File: src/core/alis_pkg.sv
package alis_pkg;
  localparam int unsigned DATA_W   = 8;
  localparam int unsigned PTR_W    = 16;
  localparam int unsigned FADDR_W  = 7;
  localparam int unsigned LIT_S_W  = 6;
  localparam int unsigned MSB_BIT  = 7;
  localparam int unsigned NIB_W    = 4;
  localparam int unsigned N_PTR    = 2;

  localparam logic [DATA_W-1:0] ACC_RST   = 8'h00;
  localparam logic [PTR_W-1:0]  PTR_RST   = 16'h0000;
  localparam logic              DEST_ACC  = 1'b0;
  localparam logic              DEST_FILE = 1'b1;

  typedef enum logic [3:0] {
    ALIS_OP_NONE,
    ALIS_OP_PTR_ADD_LIT,
    ALIS_OP_AND_LIT_ACC,
    ALIS_OP_ADD_LIT_ACC,
    ALIS_OP_AND_ACC_FILE,
    ALIS_OP_ADD_ACC_FILE,
    ALIS_OP_ASR_FILE,
    ALIS_OP_ADD_ACC_FILE_C
  } alis_op_t;
endpackage : alis_pkg

File: src/core/alis_core.sv
`timescale 1ns/1ns
// Overview of operation
// - pointer add: signed literal -32..31 added to chosen pointer pair, flags unchanged
// - pointer pair result wraps modulo 65536 at both ends
// - AND literal with accumulator, result to accumulator, only zero flag updated
// - add literal to accumulator, result to accumulator, carry, half and zero updated
// - AND accumulator with file register, only zero flag updated
// - destination bit zero selects accumulator, one writes the file register back
// - add accumulator and file register to destination, carry, half and zero updated
// - shift file right keeping bit 7, bit 0 to carry, zero updated
// - add accumulator, file register and carry to destination, all three flags updated
module alis_core (
  input  wire logic                            core_clk_i,
  input  wire logic                            reset_n_i,
  input  wire logic                            op_valid_i,
  input  wire alis_pkg::alis_op_t              op_i,
  input  wire logic [alis_pkg::DATA_W-1:0]     literal_i,
  input  wire logic                            ptr_sel_i,
  input  wire logic [alis_pkg::FADDR_W-1:0]    file_addr_i,
  input  wire logic                            dest_i,
  input  wire logic [alis_pkg::DATA_W-1:0]     file_rdata_i,
  output logic                                 file_we_o,
  output logic [alis_pkg::FADDR_W-1:0]         file_waddr_o,
  output logic [alis_pkg::DATA_W-1:0]          file_wdata_o,
  output logic [alis_pkg::DATA_W-1:0]          acc_o,
  output logic [alis_pkg::PTR_W-1:0]           ptr0_o,
  output logic [alis_pkg::PTR_W-1:0]           ptr1_o,
  output logic                                 arith_out_flag_o,
  output logic                                 half_nibble_flag_o,
  output logic                                 null_result_flag_o
);
  localparam int unsigned DW = alis_pkg::DATA_W;
  localparam int unsigned NW = alis_pkg::NIB_W;

  logic [DW-1:0]             acc_q;
  logic [alis_pkg::PTR_W-1:0] ptr_q [alis_pkg::N_PTR];
  logic                      c_q;
  logic                      dc_q;
  logic                      z_q;

  logic [DW-1:0]             res;
  logic                      res_c;
  logic                      res_dc;
  logic                      upd_c;
  logic                      upd_dc;
  logic                      upd_z;
  logic                      to_file;
  logic                      to_acc;
  logic [alis_pkg::PTR_W-1:0] ptr_sum;

  function automatic logic [DW+1:0] add3(input logic [DW-1:0] a,
                                         input logic [DW-1:0] b,
                                         input logic          ci);
    logic [NW:0] lo;
    logic [DW:0] full;
    lo   = {1'b0, a[NW-1:0]} + {1'b0, b[NW-1:0]} + {{NW{1'b0}}, ci};
    full = {1'b0, a} + {1'b0, b} + {{DW{1'b0}}, ci};
    return {lo[NW], full};
  endfunction : add3

  // sign extension of the 6-bit literal; 16-bit add drops carry for wrap
  assign ptr_sum = ptr_q[ptr_sel_i] +
    {{(alis_pkg::PTR_W-alis_pkg::LIT_S_W){literal_i[alis_pkg::LIT_S_W-1]}},
     literal_i[alis_pkg::LIT_S_W-1:0]};

  always_comb begin
    logic [DW+1:0] s;
    s       = '0;
    res     = acc_q;
    res_c   = c_q;
    res_dc  = dc_q;
    upd_c   = 1'b0;
    upd_dc  = 1'b0;
    upd_z   = 1'b0;
    to_file = 1'b0;
    to_acc  = 1'b0;
    if (op_valid_i) begin
      unique case (op_i)
        alis_pkg::ALIS_OP_AND_LIT_ACC: begin
          res    = acc_q & literal_i;
          upd_z  = 1'b1;
          to_acc = 1'b1;
        end
        alis_pkg::ALIS_OP_ADD_LIT_ACC: begin
          s      = add3(acc_q, literal_i, 1'b0);
          res    = s[DW-1:0];
          res_c  = s[DW];
          res_dc = s[DW+1];
          {upd_c, upd_dc, upd_z} = 3'h7;
          to_acc = 1'b1;
        end
        alis_pkg::ALIS_OP_AND_ACC_FILE: begin
          res   = acc_q & file_rdata_i;
          upd_z = 1'b1;
          to_file = (dest_i == alis_pkg::DEST_FILE);
          to_acc  = (dest_i == alis_pkg::DEST_ACC);
        end
        alis_pkg::ALIS_OP_ADD_ACC_FILE,
        alis_pkg::ALIS_OP_ADD_ACC_FILE_C: begin
          // carry-in only for the carry variant
          s = add3(acc_q, file_rdata_i,
                   (op_i == alis_pkg::ALIS_OP_ADD_ACC_FILE_C) & c_q);
          res    = s[DW-1:0];
          res_c  = s[DW];
          res_dc = s[DW+1];
          {upd_c, upd_dc, upd_z} = 3'h7;
          to_file = (dest_i == alis_pkg::DEST_FILE);
          to_acc  = (dest_i == alis_pkg::DEST_ACC);
        end
        alis_pkg::ALIS_OP_ASR_FILE: begin
          res   = {file_rdata_i[alis_pkg::MSB_BIT], file_rdata_i[DW-1:1]};
          res_c = file_rdata_i[0];
          upd_c = 1'b1;
          upd_z = 1'b1;
          to_file = (dest_i == alis_pkg::DEST_FILE);
          to_acc  = (dest_i == alis_pkg::DEST_ACC);
        end
        default: begin
        end
      endcase
    end
  end

  always_ff @(posedge core_clk_i or negedge reset_n_i) begin
    if (!reset_n_i) begin
      acc_q <= alis_pkg::ACC_RST;
    end else if (to_acc) begin
      acc_q <= res;
    end
  end

  genvar gi;
  generate
    for (gi = 0; gi < alis_pkg::N_PTR; gi++) begin : g_ptr
      always_ff @(posedge core_clk_i or negedge reset_n_i) begin
        if (!reset_n_i) begin
          ptr_q[gi] <= alis_pkg::PTR_RST;
        end else if (op_valid_i && op_i == alis_pkg::ALIS_OP_PTR_ADD_LIT &&
                     ptr_sel_i == 1'(gi)) begin
          ptr_q[gi] <= ptr_sum;
        end
      end
    end
  endgenerate

  // flags are untouched by the pointer add since no upd_* is raised for it
  always_ff @(posedge core_clk_i or negedge reset_n_i) begin
    if (!reset_n_i) begin
      c_q  <= 1'b0;
      dc_q <= 1'b0;
      z_q  <= 1'b0;
    end else begin
      if (upd_c) c_q <= res_c;
      if (upd_dc) dc_q <= res_dc;
      if (upd_z) z_q <= (res == '0);
    end
  end

  always_ff @(posedge core_clk_i or negedge reset_n_i) begin
    if (!reset_n_i) begin
      file_we_o    <= 1'b0;
      file_waddr_o <= '0;
      file_wdata_o <= '0;
    end else begin
      file_we_o <= to_file;
      if (to_file) begin
        file_waddr_o <= file_addr_i;
        file_wdata_o <= res;
      end
    end
  end

  assign acc_o              = acc_q;
  assign ptr0_o             = ptr_q[0];
  assign ptr1_o             = ptr_q[1];
  assign arith_out_flag_o   = c_q;
  assign half_nibble_flag_o = dc_q;
  assign null_result_flag_o = z_q;

  property p_ptr_wrap;
    @(posedge core_clk_i) disable iff (!reset_n_i)
      (op_valid_i && op_i == alis_pkg::ALIS_OP_PTR_ADD_LIT && !ptr_sel_i) |=>
        ptr0_o == 16'($past(ptr0_o) + {{10{$past(literal_i[5])}}, $past(literal_i[5:0])});
  endproperty
  a_ptr_wrap: assert property (p_ptr_wrap) else $error("pointer add wrong");

  property p_ptr_flags;
    @(posedge core_clk_i) disable iff (!reset_n_i)
      (op_valid_i && op_i == alis_pkg::ALIS_OP_PTR_ADD_LIT) |=>
        $stable({arith_out_flag_o, half_nibble_flag_o, null_result_flag_o});
  endproperty
  a_ptr_flags: assert property (p_ptr_flags) else $error("pointer add moved flags");

  property p_and_lit;
    @(posedge core_clk_i) disable iff (!reset_n_i)
      (op_valid_i && op_i == alis_pkg::ALIS_OP_AND_LIT_ACC) |=>
        acc_o == ($past(acc_o) & $past(literal_i)) && $stable(arith_out_flag_o)
        && null_result_flag_o == (acc_o == '0);
  endproperty
  a_and_lit: assert property (p_and_lit) else $error("and literal wrong");

  property p_add_lit;
    @(posedge core_clk_i) disable iff (!reset_n_i)
      (op_valid_i && op_i == alis_pkg::ALIS_OP_ADD_LIT_ACC) |=>
        {arith_out_flag_o, acc_o} == {1'b0, $past(acc_o)} + {1'b0, $past(literal_i)};
  endproperty
  a_add_lit: assert property (p_add_lit) else $error("add literal wrong");

  property p_and_file;
    @(posedge core_clk_i) disable iff (!reset_n_i)
      (op_valid_i && op_i == alis_pkg::ALIS_OP_AND_ACC_FILE && dest_i) |=>
        file_we_o && file_wdata_o == ($past(acc_o) & $past(file_rdata_i));
  endproperty
  a_and_file: assert property (p_and_file) else $error("and file wrong");

  property p_dest_acc;
    @(posedge core_clk_i) disable iff (!reset_n_i)
      (op_valid_i && op_i != alis_pkg::ALIS_OP_PTR_ADD_LIT && !dest_i) |=> !file_we_o;
  endproperty
  a_dest_acc: assert property (p_dest_acc) else $error("file written for acc dest");

  property p_add_file;
    @(posedge core_clk_i) disable iff (!reset_n_i)
      (op_valid_i && op_i == alis_pkg::ALIS_OP_ADD_ACC_FILE && !dest_i) |=>
        {arith_out_flag_o, acc_o} == {1'b0, $past(acc_o)} + {1'b0, $past(file_rdata_i)};
  endproperty
  a_add_file: assert property (p_add_file) else $error("add file wrong");

  property p_asr;
    @(posedge core_clk_i) disable iff (!reset_n_i)
      (op_valid_i && op_i == alis_pkg::ALIS_OP_ASR_FILE && !dest_i) |=>
        acc_o == {$past(file_rdata_i[7]), $past(file_rdata_i[7:1])}
        && arith_out_flag_o == $past(file_rdata_i[0]);
  endproperty
  a_asr: assert property (p_asr) else $error("shift wrong");

  property p_addc;
    @(posedge core_clk_i) disable iff (!reset_n_i)
      (op_valid_i && op_i == alis_pkg::ALIS_OP_ADD_ACC_FILE_C && !dest_i) |=>
        {arith_out_flag_o, acc_o} == {1'b0, $past(acc_o)} + {1'b0, $past(file_rdata_i)}
          + {8'h00, $past(arith_out_flag_o)};
  endproperty
  a_addc: assert property (p_addc) else $error("add with carry wrong");

  property p_dc;
    @(posedge core_clk_i) disable iff (!reset_n_i)
      (op_valid_i && op_i == alis_pkg::ALIS_OP_ADD_LIT_ACC) |=>
        half_nibble_flag_o == (({1'b0, $past(acc_o[3:0])} + {1'b0, $past(literal_i[3:0])})
          > 5'h0F) && null_result_flag_o == (acc_o == 8'h00);
  endproperty
  a_dc: assert property (p_dc) else $error("half carry or zero wrong");
endmodule : alis_core

File: config.mk
export PLATFORM = sky130hd
export DESIGN_NAME = alis_core
export DESIGN_NICKNAME = d
export VERILOG_FILES = /design/src/core/alis_pkg.sv /design/src/core/alis_core.sv
export SDC_FILE = /design/constraint.sdc
export NUM_CORES = 1
export LEC_CHECK = 0
export BUFFER_PORTS_ARGS = -buffer_cell sky130_fd_sc_hd__buf_2
export CAP_MARGIN = 0
export CORE_MARGIN = 10
export CORE_UTILIZATION = 56
export DETAILED_ROUTE_END_ITERATION = 12
export HOLD_SLACK_MARGIN = 0.05
export MAX_ROUTING_LAYER = met4
export PLACE_DENSITY_LB_ADDON = 0.05
export SETUP_SLACK_MARGIN = 0.3
export SYNTH_ARGS = -nofsm -noshare
export SYNTH_HDL_FRONTEND = slang
export SYNTH_SLANG_ARGS = --single-unit
File: constraint.sdc
create_clock -name core_clk_i -period 3 [get_ports core_clk_i]
set_clock_uncertainty 0.15 [all_clocks]
set_input_delay 0.15 -clock core_clk_i [delete_from_list [all_inputs] [get_ports core_clk_i]]
set_output_delay 0.15 -clock core_clk_i [all_outputs]
set_load 0.05 [all_outputs]
==> summary.txt, run 1 <==
Root Driver: clkbuf_8
Detail Placement HPWL: 9800 um
Hold WC Path Type: primary input to flop
Period Utilization, post-route: 0.920
Cell Rows: 31
Slew HR: 0.439
Pre-antenna DRT Iters: 4
Syn Area/Cell: 9.56 um2
Vias per inst: 5.92
Die area: 11600 um2
Vias: 4017
Max-Cap Viols: 0
Vias in the first global route: 4174
Yosys top cell area share: 0.342
Overflow after GRT: 0
Die Wd: 108 um
Post-Route Utilization: 0.751
Kind of critical path: flop to flop
Top cells by area, synth: dfrtp_1 (34%), mux2_2 (9.9%), ha_1 (8.7%)
Initial antenna violation count: 0
RSZ-0062 raised after global routing: yes
Port Buffers: 90
Layout cell share with drive strength beyond 1: 0.390
Mapped Cells: 451
Largest area contributor in the netlist: dfrtp_1
Power Dens Cells: 1030 nW/um2
# placed instances: 638
Top cells by count, synth: dfrtp_1 (59), nand2_1 (42), mux2_2 (38)
Library cells used by synthesis: 65
Crit start category: flop
Residual DRC: 0
CTS H-tree lvls: 3
Worst-path clk slew: 0.09 ns
Fin cells: 678
Final Hold Vio Count: 0
Num ports: 91
Storage cell area: 1480 um2
Worst R2R Setup Slack: 0.24 ns
Worst slew pin tran: 0.842 ns
Placed Area: 4910 um2
Worst EP arrival: 2.84 ns
Leakage: 2.69 nW
Die Y: 108 um
Fraction of registers with async set/reset: 1.00
Core footprint: 7370 um2
Status: finished, final reports clean
WL/cell: 19.2 um
Final setup TNS: 0 ns
Layout area overhead: 28.3%
Fmax: 362 MHz
Later-pin clock latency in the skew report: 0.34 ns
Final setup violation count: 0
Antenna Nets Post-Route: 0
Layout Nets: 640
Post-synth net total: 517
DR iter-0 viols: 147
Final Instance Area: 5530 um2
First-pass GRT wire length: 20700 um
Ys flop type: dfrtp_1
Drt total wl: 13000 um
# diodes: 0
Fillers: 536
Total CTS buffers: 9
Area of the multi-input gates: 2860 um2
Peak supply drop: 0.743 mV
Crit-path max FO: 5
Register area share after synthesis: 0.342
Gr usage total: 0.230
Maximum buffer depth of the clock tree: 2
Number of flops mapped to enable cells by yosys: 0
GP Congestion: 1.01
Starting Density: 0.585
Max Transition Viols Final: 0
Cell with the most instances after synthesis: dfrtp_1
WL met3: 652 um
CTS tree: yes
Fin crit period: 2.76 ns
Synth Warn #: 0
Netlist Area Pre-Place: 4310 um2
Register bit total from synthesis: 59
CTS sink cnt: 59
M1 WL: 5450 um
Overall power: 5.68 mW
Top layer reached by signal wires: met4
WL met2: 6540 um
Largest net degree at the start of global routing: 26
CP Capture Type: flop
CP required: 3.08 ns
metrics by stage:
step	setup WS (ns)	hold slack [ns]
floorplan	0.301	-0.296
detailed placement	0.0735	0.0422
CTS	0.250	0.0838
global route	0.174	0.120
global placement	0.188	0.0302
finish	0.240	0.0965
sequential cells by signal (all words and copies together), names as in the netlist:
| signal | count |
|---|---|
| file_wdata_o | 8 |
| arith_out_flag_o | 1 |
| half_nibble_flag_o | 1 |
| ptr0_o | 16 |
| ptr1_o | 16 |
| file_we_o | 1 |
| null_result_flag_o | 1 |
| acc_o | 8 |
| file_waddr_o | 7 |
cell usage in the layout (no fill, tap or decap), types with 4 or more instances in the layout:
master,n
nor2_1,24
inv_6,4
nor2b_1,9
buf_4,23
nor3_1,7
o31ai_1,5
dlygate4sd3_1,8
mux2_1,12
a21oi_1,20
dfrtp_1,54
o21a_1,10
a21oi_2,7
mux2_2,37
clkbuf_8,9
nand3_1,7
inv_1,15
a211oi_1,4
nand2_1,42
fa_2,4
buf_2,90
inv_2,4
dfrtp_2,5
xor2_1,6
a31oi_1,4
a22o_1,4
ha_1,28
a21o_1,9
nand2b_1,8
xnor2_1,10
o21ai_0,19
buf_6,8
o21ai_1,8
layer usage:
metal | GRT usage | vias to the layer above
li1 | - | 1896
met1 | 0.265 | 1961
met2 | 0.391 | 129
met3 | 0.0377 | 31
met4 | 0.0878 | 0
met5 | - | -
kinds of logic after synthesis:
family / Yosys count / share of synthesized area
and+or+nand+nor: 127 / 0.148
AOI/OAI and AO/OA: 124 / 0.192
DFF: 59 / 0.342
muxes: 54 / 0.140
buffers and inverters: 36 / 0.0380
adders and majority gates: 34 / 0.106
xor gates and xnor gates: 17 / 0.0345
final timing paths:
check | from | end | depth (start not counted)
worst min register to register | file_wdata_o[3] | file_wdata_o[3] | 2
max in group asynchronous | reset_n_i | acc_o[3] | 3
min in group asynchronous | reset_n_i | ptr1_o[1] | 2
worst max-delay path | acc_o[0] | half_nibble_flag_o | 15
worst min-delay path | literal_i[0] | ptr0_o[0] | 4
worst max register to register | acc_o[0] | half_nibble_flag_o | 15
what timing repair did:
| item | CTS | global route |
|---|---|---|
| endpoints found under the setup margin | 5 | 25 |
| hold endpoints to repair | 30 | 0 |
| pin swaps | 10 | 18 |
| hold buffers | 8 | 0 |
| gates resized for setup | 19 | 36 |
| buffers inserted | 12 | 4 |
final cells by class:
class / instances / area share
Tap cell: 99 / 0.0224
Sequential cell: 59 / 0.268
Clock inverter: 7 / 0.0147
Multi-Input combinational cell: 356 / 0.516
Clock buffer: 9 / 0.0224
Inverter: 19 / 0.0129
Timing Repair Buffer: 129 / 0.143
where the power goes:
| part | internal, mW | switching, mW |
|---|---|---|
| combinational | 1.26 | 2.29 |
| clock | 0.397 | 0.378 |
| sequential | 1.08 | 0.269 |
critical path, stage by stage, from the launching register on:
cell and delay (ns):
dfrtp_2 0.49, inv_2 0.09, fa_2 0.21, inv_2 0.04, fa_2 0.36, a21o_1 0.20, a21oi_2 0.16, buf_4 0.13
buf_6 0.09, buf_6 0.08, buf_6 0.08, buf_6 0.08, buf_6 0.08, buf_6 0.09, a21oi_4 0.04, mux2_4 0.27
No activity file was read; power rests on OpenSTA's default activity.
==> run 2, diff against run 1 <==
--- a/config.mk
+++ b/config.mk
@@ -8,7 +8,8 @@
 export BUFFER_PORTS_ARGS = -buffer_cell sky130_fd_sc_hd__buf_2
 export CAP_MARGIN = 0
 export CORE_MARGIN = 10
-export CORE_UTILIZATION = 56
+export CORE_UTILIZATION = 40
+export CTS_CLUSTER_DIAMETER = 200
 export DETAILED_ROUTE_END_ITERATION = 12
 export HOLD_SLACK_MARGIN = 0.05
 export MAX_ROUTING_LAYER = met4
==> run 2 against run 1 <==
Global-route usage is 5.6 points lower; first-iteration DRC count up 7.5%; sequential power hardly changed; via count shrank 5.0%; count of clock-buffer cells in the layout did not move; maximum frequency increased by 6.8%; sequential cell count unchanged; non-clock buffer count is 8 lower; worst setup slack improved by 0.18 ns; critical path type is now primary input to flop; highest routed layer unchanged.
==> summary.txt, run 2 (synthesis results as in run 1) <==
Fmax: 387 MHz
Pre-antenna DRT Iters: 4
Fin crit period: 2.58 ns
Die Y: 124 um
RSZ-0062 raised after global routing: yes
Hold path start: dest_i
CTS sink cnt: 59
Area of the multi-input gates: 2790 um2
Crit-path max FO: 3
Hold WC Path Type: primary input to flop
Gr usage total: 0.174
Vias per inst: 5.40
Layout area overhead: 25.8%
Status: finished, final reports clean
GP Congestion: 0.912
# diodes: 0
Initial antenna violation count: 0
Layout Nets: 632
Power Dens Cells: 1000 nW/um2
Worst R2R Setup Slack: 0.42 ns
WL/cell: 18.3 um
Overall power: 5.43 mW
Worst hold path endpoint: acc_o[2]
CTS tree: yes
Reg-to-Reg End: ptr1_o[10]
Pre-CTS setup slack: 0.105 ns
Most frequent cells in the layout: buf_2 (90), dfrtp_1 (54), nand2_1 (42)
CP Cell Sequence: dlygate4sd3_1 -> buf_2 -> ha_1 -> inv_1 -> fa_2 -> nand2b_4 -> a21oi_4 -> a31oi_1 -> xnor2_1 -> a32oi_1 -> o21ai_1 -> o41ai_2
Worst-path clk slew: 0.08 ns
DR iter-0 viols: 158
Worst slew pin tran: 0.962 ns
Cell Rows: 37
Final Hold Vio Count: 0
CP Capture Type: flop
Die Wd: 124 um
Final setup violation count: 0
Largest stage delay, worst path: 0.52 ns
Vias: 3818
Crit start category: primary input
Detail Placement HPWL: 10000 um
Drt total wl: 12900 um
Reg2reg path depth: 11
Core footprint: 10400 um2
Most common cell after layout, fill and taps aside: buf_2
Fillers: 1043
Setup WS post-layout: 0.416 ns
Leakage: 2.62 nW
Root Driver: clkbuf_8
CP max-delay cell: dlygate4sd3_1
Worst EP arrival: 2.68 ns
Overflow after GRT: 0
First-pass GRT wire length: 20600 um
Worst r2r src: ptr0_o[0]
Storage cell area: 1480 um2
Residual DRC: 0
Later-pin clock latency in the skew report: 0.34 ns
Antenna Nets Post-Route: 0
CP required: 3.10 ns
Max Transition Viols Final: 0
Total CTS buffers: 9
CTS H-tree lvls: 3
Kind of critical path: primary input to flop
Slew HR: 0.358
Die area: 15300 um2
Layout cell share with drive strength beyond 1: 0.363
Maximum buffer depth of the clock tree: 2
Peak supply drop: 0.505 mV
Hold depth: 4
Final setup TNS: 0 ns
Period Utilization, post-route: 0.861
Max-Cap Viols: 0
Largest net degree at the start of global routing: 42
Num ports: 91
Vias in the first global route: 3946
Starting Density: 0.414
Port Buffers: 90
-- run 2: cell count changes in the layout (fill, tap and decap cells not counted), sizes merged --
cell,previous run,this run
buf,121,112
clkinv,1,4
inv,23,20
dlygate4sd3,8,9
-- run 2: layout make-up --
type	count	area share
Inverter	19	0.0131
Multi-Input combinational cell	356	0.515
Clock inverter	7	0.0143
Sequential cell	59	0.273
Clock buffer	9	0.0228
Tap cell	136	0.0314
Timing Repair Buffer	121	0.130
-- run 2: power breakdown --
part	total (mW)	internal, mW	switching (mW)
registers	1.32	1.08	0.241
clock network	0.756	0.389	0.367
logic	3.35	1.14	2.21
total	5.43	2.61	2.82
-- run 2: worst max-delay path by stage --
stage / start / endpoint / cells past startpoint
final: literal_i[0] / null_result_flag_o / 12
after detailed placement: op_i[3] / null_result_flag_o / 13
after global placement: op_i[3] / null_result_flag_o / 13
after CTS: arith_out_flag_o / null_result_flag_o / 11
after global routing: ptr1_o[8] / ptr1_o[14] / 9
after floorplan: acc_o[0] / null_result_flag_o / 10
-- run 2: worst max-delay path: cells and delay by family --
family	cells	cell delay (ns)
XOR/XNOR	1	0.16
AO/OA/AOI/OAI	5	0.97
AND/OR/NAND/NOR	1	0.16
adder cells (fa/ha/maj)	2	0.52
buffers and inverters	3	0.74
-- run 2: layer usage --
layer,up-vias,part of all wire,global-route usage
met4,0,0.0077,0.0393
met3,11,0.046,0.0321
met5,-,0,-
li1,1873,-,-
met1,1860,0.44,0.216
met2,74,0.51,0.287
-- run 2: timing repair --
item                       4_1_cts  5_1_grt
hold buffers                     9        0
gates resized for setup          3       27
pin swaps                        0       11
buffers inserted                 0        3
hold endpoints to repair        48        0
setup endpoints to repair        6       16
gates cloned                     0        0
-- run 2: stage by stage --
step,cells,utilization,cell area (um2),hold slack (ns)
2_1_floorplan,451,-,4320,-0.296
3_3_place_gp,679,0.479,4990,0.207
3_5_place_dp,679,0.479,4990,0.206
4_1_cts,704,0.508,5290,0.130
5_1_grt,707,0.521,5420,0.174
6_report,707,0.521,5420,0.144
